<file path="src/port_cfg_defines.vh">
// Offsets, fields and reset values of the port configuration block
`ifndef PORT_CFG_DEFINES_VH
`define PORT_CFG_DEFINES_VH

// ----------------------------------------------------------------
// Register offsets
// ----------------------------------------------------------------
`define ADDR_W 4
`define OFS_DIR_A 4'h0
`define OFS_DIR_B 4'h1
`define OFS_DIR_C 4'h2
`define OFS_DIR_D 4'h3
`define OFS_DIR_E 4'h4
`define OFS_ANSEL_E 4'h5
`define OFS_IN_A 4'h6
`define OFS_IN_B 4'h7
`define OFS_IN_C 4'h8
`define OFS_IN_D 4'h9
`define OFS_IN_E 4'hA
`define OFS_OUT_A 4'hB
`define OFS_OUT_B 4'hC
`define OFS_OUT_C 4'hD
`define OFS_OUT_D 4'hE
`define OFS_OUT_E 4'hF

// ----------------------------------------------------------------
// Fields and reset values
// ----------------------------------------------------------------
`define PULLUP_BIT 7
`define E_DIR_MASK 8'h87
`define ANSEL_MASK 8'h07
`define DIR_RST 8'hFF
`define DIR_E_RST 8'h87
`define ANSEL_RST 8'h07
`define OUT_RST 8'h00
`define OUT_E_MASK 8'h07
`define PIN_E_OEN_RST 3'h7
`define PIN_E_OUT_RST 3'h0
`define BUF_OFF_RST 3'h7
`define PULLUP_RST 1'b1

`endif

</file>
<file path="src/port_cfg.v">
// Direction, analog-select and data registers for five general-purpose ports
`timescale 1ns/100ps
`include "port_cfg_defines.vh"

module port_cfg (
    input wire clk_in,
    input wire rstn_in,
    input wire [3:0] addr_in,
    input wire [7:0] wdata_in,
    input wire wr_in,
    input wire rd_in,
    output reg [7:0] rdata_out,
    input wire [7:0] pin_a_in,
    input wire [7:0] pin_b_in,
    input wire [7:0] pin_c_in,
    input wire [7:0] pin_d_in,
    input wire [2:0] pin_e_in,
    output reg [7:0] pin_a_out,
    output reg [7:0] pin_b_out,
    output reg [7:0] pin_c_out,
    output reg [7:0] pin_d_out,
    output reg [2:0] pin_e_out,
    output reg [7:0] pin_a_oen_out,
    output reg [7:0] pin_b_oen_out,
    output reg [7:0] pin_c_oen_out,
    output reg [7:0] pin_d_oen_out,
    output reg [2:0] pin_e_oen_out,
    output reg [2:0] input_buffer_disable_out,
    output reg pin3_weak_pullup_enable_out
);

    // ----------------------------------------------------------------
    // Registers
    // ----------------------------------------------------------------
    reg [7:0] dir_a_q, dir_b_q, dir_c_q, dir_d_q;
    reg [7:0] dir_e_q;
    reg [7:0] ansel_e_q;
    reg [7:0] out_a_q, out_b_q, out_c_q, out_d_q, out_e_q;
    reg [7:0] rdata_d;
    wire [7:0] in_e;
    wire [7:0] dir_e_d;
    wire [7:0] ansel_d;
    wire [7:0] out_e_d;

    // ----------------------------------------------------------------
    // Helpers
    // ----------------------------------------------------------------
    // Keeps only the implemented bits of a byte; shared by every partly
    // implemented register and by the fifth port's input view
    function [7:0] keep_bits(input [7:0] value, input [7:0] mask);
        keep_bits = value & mask;
    endfunction

    // Analog pins read zero; digital buffer is off so the pin level is void
    assign in_e = keep_bits({5'h00, pin_e_in}, ~ansel_e_q);

    // Unimplemented bits are masked on write so they can never read back set
    assign dir_e_d = keep_bits(wdata_in, `E_DIR_MASK);
    assign ansel_d = keep_bits(wdata_in, `ANSEL_MASK);
    assign out_e_d = keep_bits(wdata_in, `OUT_E_MASK);

    // ----------------------------------------------------------------
    // Register writes
    // ----------------------------------------------------------------
    // Full-width directions reset to inputs, so no pin drives the board
    // before software has picked a direction
    always @(posedge clk_in) begin
        if (!rstn_in) begin
            dir_a_q <= `DIR_RST;
            dir_b_q <= `DIR_RST;
            dir_c_q <= `DIR_RST;
            dir_d_q <= `DIR_RST;
        end else if (wr_in) begin
            case (addr_in)
                `OFS_DIR_A: dir_a_q <= wdata_in;
                `OFS_DIR_B: dir_b_q <= wdata_in;
                `OFS_DIR_C: dir_c_q <= wdata_in;
                `OFS_DIR_D: dir_d_q <= wdata_in;
                default: ;
            endcase
        end
    end

    // Fifth port starts as inputs with pull-up on and buffers off;
    // the gap bits are masked before they reach the flops
    always @(posedge clk_in) begin
        if (!rstn_in) begin
            dir_e_q <= `DIR_E_RST;
            ansel_e_q <= `ANSEL_RST;
        end else if (wr_in) begin
            case (addr_in)
                `OFS_DIR_E: dir_e_q <= dir_e_d;
                `OFS_ANSEL_E: ansel_e_q <= ansel_d;
                default: ;
            endcase
        end
    end

    // Output data registers; a value reaches its pin only while the
    // pin drives, so it may be preloaded before the direction flips
    always @(posedge clk_in) begin
        if (!rstn_in) begin
            out_a_q <= `OUT_RST;
            out_b_q <= `OUT_RST;
            out_c_q <= `OUT_RST;
            out_d_q <= `OUT_RST;
            out_e_q <= `OUT_RST;
        end else if (wr_in) begin
            case (addr_in)
                `OFS_OUT_A: out_a_q <= wdata_in;
                `OFS_OUT_B: out_b_q <= wdata_in;
                `OFS_OUT_C: out_c_q <= wdata_in;
                `OFS_OUT_D: out_d_q <= wdata_in;
                `OFS_OUT_E: out_e_q <= out_e_d;
                default: ;
            endcase
        end
    end

    // ----------------------------------------------------------------
    // Read mux
    // ----------------------------------------------------------------
    // Pin inputs are sampled straight; they are taken as synchronous
    always @* begin
        case (addr_in)
            `OFS_DIR_A: rdata_d = dir_a_q;
            `OFS_DIR_B: rdata_d = dir_b_q;
            `OFS_DIR_C: rdata_d = dir_c_q;
            `OFS_DIR_D: rdata_d = dir_d_q;
            `OFS_DIR_E: rdata_d = dir_e_q;
            `OFS_ANSEL_E: rdata_d = ansel_e_q;
            `OFS_IN_A: rdata_d = pin_a_in;
            `OFS_IN_B: rdata_d = pin_b_in;
            `OFS_IN_C: rdata_d = pin_c_in;
            `OFS_IN_D: rdata_d = pin_d_in;
            `OFS_IN_E: rdata_d = in_e;
            `OFS_OUT_A: rdata_d = out_a_q;
            `OFS_OUT_B: rdata_d = out_b_q;
            `OFS_OUT_C: rdata_d = out_c_q;
            `OFS_OUT_D: rdata_d = out_d_q;
            `OFS_OUT_E: rdata_d = out_e_q;
            default: rdata_d = 8'h00;
        endcase
    end

    // Read data stands only in the cycle after the strobe, zero otherwise
    always @(posedge clk_in) begin
        if (!rstn_in) begin
            rdata_out <= 8'h00;
        end else if (rd_in) begin
            rdata_out <= rdata_d;
        end else begin
            rdata_out <= 8'h00;
        end
    end

    // ----------------------------------------------------------------
    // Pin drive, registered so outputs come from flip-flops
    // ----------------------------------------------------------------
    // Enable is low while driving: a direction bit of one tri-states the pin.
    // One cycle of lag after a register write is the price of flopped pins.
    // Port A enable and data
    always @(posedge clk_in) begin
        if (!rstn_in) begin
            pin_a_oen_out <= `DIR_RST;
            pin_a_out <= `OUT_RST;
        end else begin
            pin_a_oen_out <= dir_a_q;
            pin_a_out <= out_a_q;
        end
    end

    // Port B enable and data
    always @(posedge clk_in) begin
        if (!rstn_in) begin
            pin_b_oen_out <= `DIR_RST;
            pin_b_out <= `OUT_RST;
        end else begin
            pin_b_oen_out <= dir_b_q;
            pin_b_out <= out_b_q;
        end
    end

    // Port C enable and data
    always @(posedge clk_in) begin
        if (!rstn_in) begin
            pin_c_oen_out <= `DIR_RST;
            pin_c_out <= `OUT_RST;
        end else begin
            pin_c_oen_out <= dir_c_q;
            pin_c_out <= out_c_q;
        end
    end

    // Port D enable and data
    always @(posedge clk_in) begin
        if (!rstn_in) begin
            pin_d_oen_out <= `DIR_RST;
            pin_d_out <= `OUT_RST;
        end else begin
            pin_d_oen_out <= dir_d_q;
            pin_d_out <= out_d_q;
        end
    end

    // Fifth port: only the three low bits reach real pins
    always @(posedge clk_in) begin
        if (!rstn_in) begin
            pin_e_oen_out <= `PIN_E_OEN_RST;
            pin_e_out <= `PIN_E_OUT_RST;
        end else begin
            pin_e_oen_out <= dir_e_q[2:0];
            pin_e_out <= out_e_q[2:0];
        end
    end

    // Analog select and pull-up sit apart from drive; the pull-up is
    // left to software even while the pin drives
    always @(posedge clk_in) begin
        if (!rstn_in) begin
            input_buffer_disable_out <= `BUF_OFF_RST;
            pin3_weak_pullup_enable_out <= `PULLUP_RST;
        end else begin
            input_buffer_disable_out <= ansel_e_q[2:0];
            pin3_weak_pullup_enable_out <= dir_e_q[`PULLUP_BIT];
        end
    end

endmodule

</file>
<file path="config.mk">
export PLATFORM = sky130hd
export DESIGN_NAME = port_cfg
export DESIGN_NICKNAME = d
export VERILOG_FILES = /design/src/port_cfg.v
export VERILOG_INCLUDE_DIRS = /design/src
export SDC_FILE = /design/constraint.sdc
export NUM_CORES = 1
export LEC_CHECK = 0
export BUFFER_PORTS_ARGS = -buffer_cell sky130_fd_sc_hd__buf_2
export CAP_MARGIN = 20
export CELL_PAD_IN_SITES_DETAIL_PLACEMENT = 0
export CELL_PAD_IN_SITES_GLOBAL_PLACEMENT = 1
export CORE_AREA = 2 2 97 168
export DETAILED_ROUTE_END_ITERATION = 12
export DIE_AREA = 0 0 99 170
export PLACE_DENSITY_LB_ADDON = 0.12
export RECOVER_POWER = 100
export SYNTH_ARGS = -nofsm -noshare
export SYNTH_HDL_FRONTEND = slang
export SYNTH_SLANG_ARGS = --single-unit
</file>
<file path="constraint.sdc">
create_clock -name clk_in -period 3.3 [get_ports clk_in]
set_input_delay 0.33 -clock clk_in [delete_from_list [all_inputs] [get_ports clk_in]]
set_output_delay 0.33 -clock clk_in [all_outputs]
set_load 0.02 [all_outputs]
</file>
Word-level counts from Yosys, hierarchy flattened
Index checks and enable logic that the tools add are counted.

Bitwise gates (word level): 2. Reduce and logical (&&, ||, !) cells: 13. Muxes and demuxes: 1. Eq/ne operators: 15.

Operators by type and width (number): case mux 8 bit (16 select lines) (1); equality test 4 bit (second input constant) (8); AND reduction 2 bit (12); equality test 4 x 3 -> 1 bit (second input constant) (4); bitwise AND 3 x 8 -> 8 bit (1); equality test 4 x 2 -> 1 bit (second input constant) (2); NOT 3 -> 8 bit (1); equality test 4 x 1 -> 1 bit (second input constant) (1); logical NOT 4 bit (1).

Output and inout port bits: 82. Input port bits: 51. Flip-flop bits (word level): 156. Word-level logic and storage cells: 55.

Depth between registers and ports, before layout
Word-level depth: 3. Gate-level depth with buffers: 8. Mapped depth without buffers: 5.

Least setup slack after synthesis
Ideal clock, no wire load.

Kind: input to register. Start point: in addr_in[0]. End point: reg rdata_out[7]. Library setup time: 0.120 ns. Arrival: 1.357 ns. Slack: 1.823 ns. Path buffers: 2. Data required time: 3.180 ns. Stages: 7. Cell sequence: buf_4 buf_6 mux2_4 a221oi_2 a21oi_1 a21oi_1 a21oi_1.

Word-level cells in the longest chain between the ends: 2. Elaborated cells between the ends (all ways): 17. Classes of those cells: 15 x eq/ne; 1 x mux; 1 x reduce/logical.

Ends and longest elaborated chain: start, declared (line port_cfg.v:8) `input wire [3:0] addr_in,`; equality test 4 bit, or another cell as far along (line port_cfg.v:125) `case (addr_in)`; case mux 8 bit (16 select lines) (*) (line port_cfg.v:125); end signal, assigned (line port_cfg.v:151) `rdata_out <= rdata_d;`; end, declared (line port_cfg.v:12) `output reg [7:0] rdata_out,`.

Every way passes the cells marked *; elsewhere a longest branch is shown, timed or not. A chain may end at the register's enable or synchronous reset.

Worst setup path after layout
Start point: in addr_in[0]. End point: reg out_a_q[6].

Word-level cells in the longest chain between the ends: 2.

Ends and longest elaborated chain: equality test 4 bit (line port_cfg.v:109) `case (addr_in)`; AND reduction 2 bit (no line); end signal, assigned (line port_cfg.v:103) `` out_a_q <= `OUT_RST; ``; end signal, assigned (line port_cfg.v:110) `` `OFS_OUT_A: out_a_q <= wdata_in; ``; end, declared (line port_cfg.v:38) `reg [7:0] out_a_q, out_b_q, out_c_q, out_d_q, out_e_q;`.

No other way between the ends.

==> results.tsv <==
metric	value	unit
nets	804	
hold_buffers	0	
multi_input_area	2620	um^2
wl_per_cell	20.2	um
synth_top_area_share	51.6	%
synth_top_area_cell	dfxtp_1	
fmax	0.383	GHz
postRouteAntennaNets	0	
drt-pass1-iter-count	5	
synth_seq_cells	156	
vdd_drop_max	0.310	mV
max-cap-violations	3	
wirelength	19.2	mm
cp-end-kind	flip-flop	
antenna_found_initial	0	
fin_tns_setup	0	ns
p_leak	2.75	nW
drcViolationCount	0	
clk_pin_slew	0.07	ns
dieWidth	99	um
fin_skew	0.0107	ns
grt.total_usage	23.0	%
period_share	79.1	%
synth_edf_count	0	
dp_hpwl	13.8	mm
final_cell_mix	dfxtp_1 (156), nand2_1 (106), clkbuf_1 (83)	
cts_buffers	17	
die_area	16800	um^2
fin_util	46.8	%
tightest_slew	1.90	ns
viasPerCell	5.21	
core	15400	um^2
n_antenna_cell	0	
path_max_fanout	38	
grt_pass1_vias	4992	
yosysSeqAreaShare	51.6	%
timing.hold.ws	0.297	ns
cts_setup_buffers	0	
avgSynthCellArea	9.32	um^2
grt_max_degree	54	
synthCells	650	
fillers	1521	
fp.dieH	170	um
path_cells	buf_2 -> nand3_1 -> nor3b_1 -> mux2i_1 -> nor2b_1	
drt_iter0_drc	237	
cp_num_buf_inv	1	
crit_arrival	2.92	ns
overflow	0	
vias	4960	
cts.sinks	156	
cts-root-buf	clkbuf_16	
period_minus_slack	2.61	ns
critPathMaxStageDelay	1.25	ns
finalMaxSlewViolations	62	
cts_tree	yes	
htreeDepth	4	
yosys-top-cells-area	dfxtp_1 (52%), nand2_1 (6.6%), mux2i_1 (5.5%), nand2b_1 (3.8%), nand3_1 (3.8%)	
criticalPathCategory	in2reg	
clock_latency	0.42	ns
slew_headroom	-26.8	%
fin_ws	0.690	ns
hold_viol	0	
io_pins	133	
place_congestion	0.895	
grt_pass1_wl	29.0	mm
async_flop_share	0	%
start_util	39.3	%
synth_nets	701	
violations	max-capacitance violations, max-slew violations	
post-place-ws	0.729	ns
hp-class	in2reg	
rows	60	
p_per_area	593	nW/um^2
critPathLaunchType	input pin	
port-buffer-count	132	
cts.path.max_buffers	2	
status	complete, but fails checks	
ys_types	49	
synth_top_flop_cell	dfxtp_1	
crit_family	simple AND/OR/NAND/NOR gates	
cts_resized	0	
layout_commonest_cell	dfxtp_1	
setup_violations	0	
crit_required	3.61	ns
synthToLayoutAreaGrowth	18.9	%
drive_above_1_share	12.8	%
rsz0062_at_grt	no	
regArea	3120	um^2
crit_slowest_cell	nor3b_1	
synth.cell_area	6060	um^2
ys_warn_count	0	
-- cell families after synthesis --
logic type / Yosys count / share of synthesized area (%)
muxes: 39 / 7.19
DFF: 156 / 51.6
AOI/OAI and AO/OA: 107 / 11.5
buffers and inverters: 58 / 4.63
and+or+nand+nor: 290 / 25.1
-- worst paths after layout --
path / depth (start not counted) / startpoint / slack (ns) / to
max: 5 / addr_in[0] / 0.69 / out_a_q[6]
min reg2reg: 2 / dir_c_q[6] / 0.46 / pin_c_oen_out[6]
max reg2reg: 4 / out_d_q[0] / 1.86 / rdata_out[0]
min: 3 / wdata_in[7] / 0.30 / out_c_q[7]
-- metrics by stage --
stage               cell area [um^2]  cells  total power, W
CTS                             7340    952         0.00431
detailed placement              6720    920         0.00227
global route                    7200    952         0.00442
finish                          7200    952         0.00427
global placement                6720    920         0.00227
floorplan                       6060    650         0.00216
-- final cells by class --
cell class              count  area share, %
inverters                   6          0.313
well taps                 186           3.23
multi-input cells         436           36.4
clock buffers              18           6.10
flip-flops and latches    156           43.4
clock inverters            14           2.50
repair buffers            136           8.08
-- metal layers --
| layer | vias up | share of wire [%] | GRT usage [%] |
|---|---|---|---|
| met2 | 173 | 52 | 40.1 |
| met3 | 43 | 4.5 | 4.11 |
| met5 | - | 0 | 0 |
| met4 | 0 | 3.9 | 11.3 |
| met1 | 2333 | 40 | 27.0 |
| li1 | 2411 | - | - |
-- power breakdown --
part           total [W]  leakage (nW)  switching, W  internal (W)
combinational   0.000295          1.19      0.000200     0.0000946
sequential       0.00193          1.26     0.0000184       0.00191
clock            0.00205         0.299      0.000823       0.00123
total            0.00427          2.75       0.00104       0.00323
-- tightest hold or removal path: stages --
cell,delay (ns)
buf_2,0.20
nand2_1,0.09
a21boi_1,0.05
-- synth_stat cells (10+ instances only) --
master and n:
dfxtp_1 156, nand2_1 106, nand3_1 46, o21ai_0 38, nand2b_1 37, and2_1 36, mux2i_1 33, nor2b_1 31
clkbuf_1 25, buf_2 17, a21oi_1 14, nor2_1 11, a21boi_0 10
No activity file was read; power rests on OpenSTA's default activity.
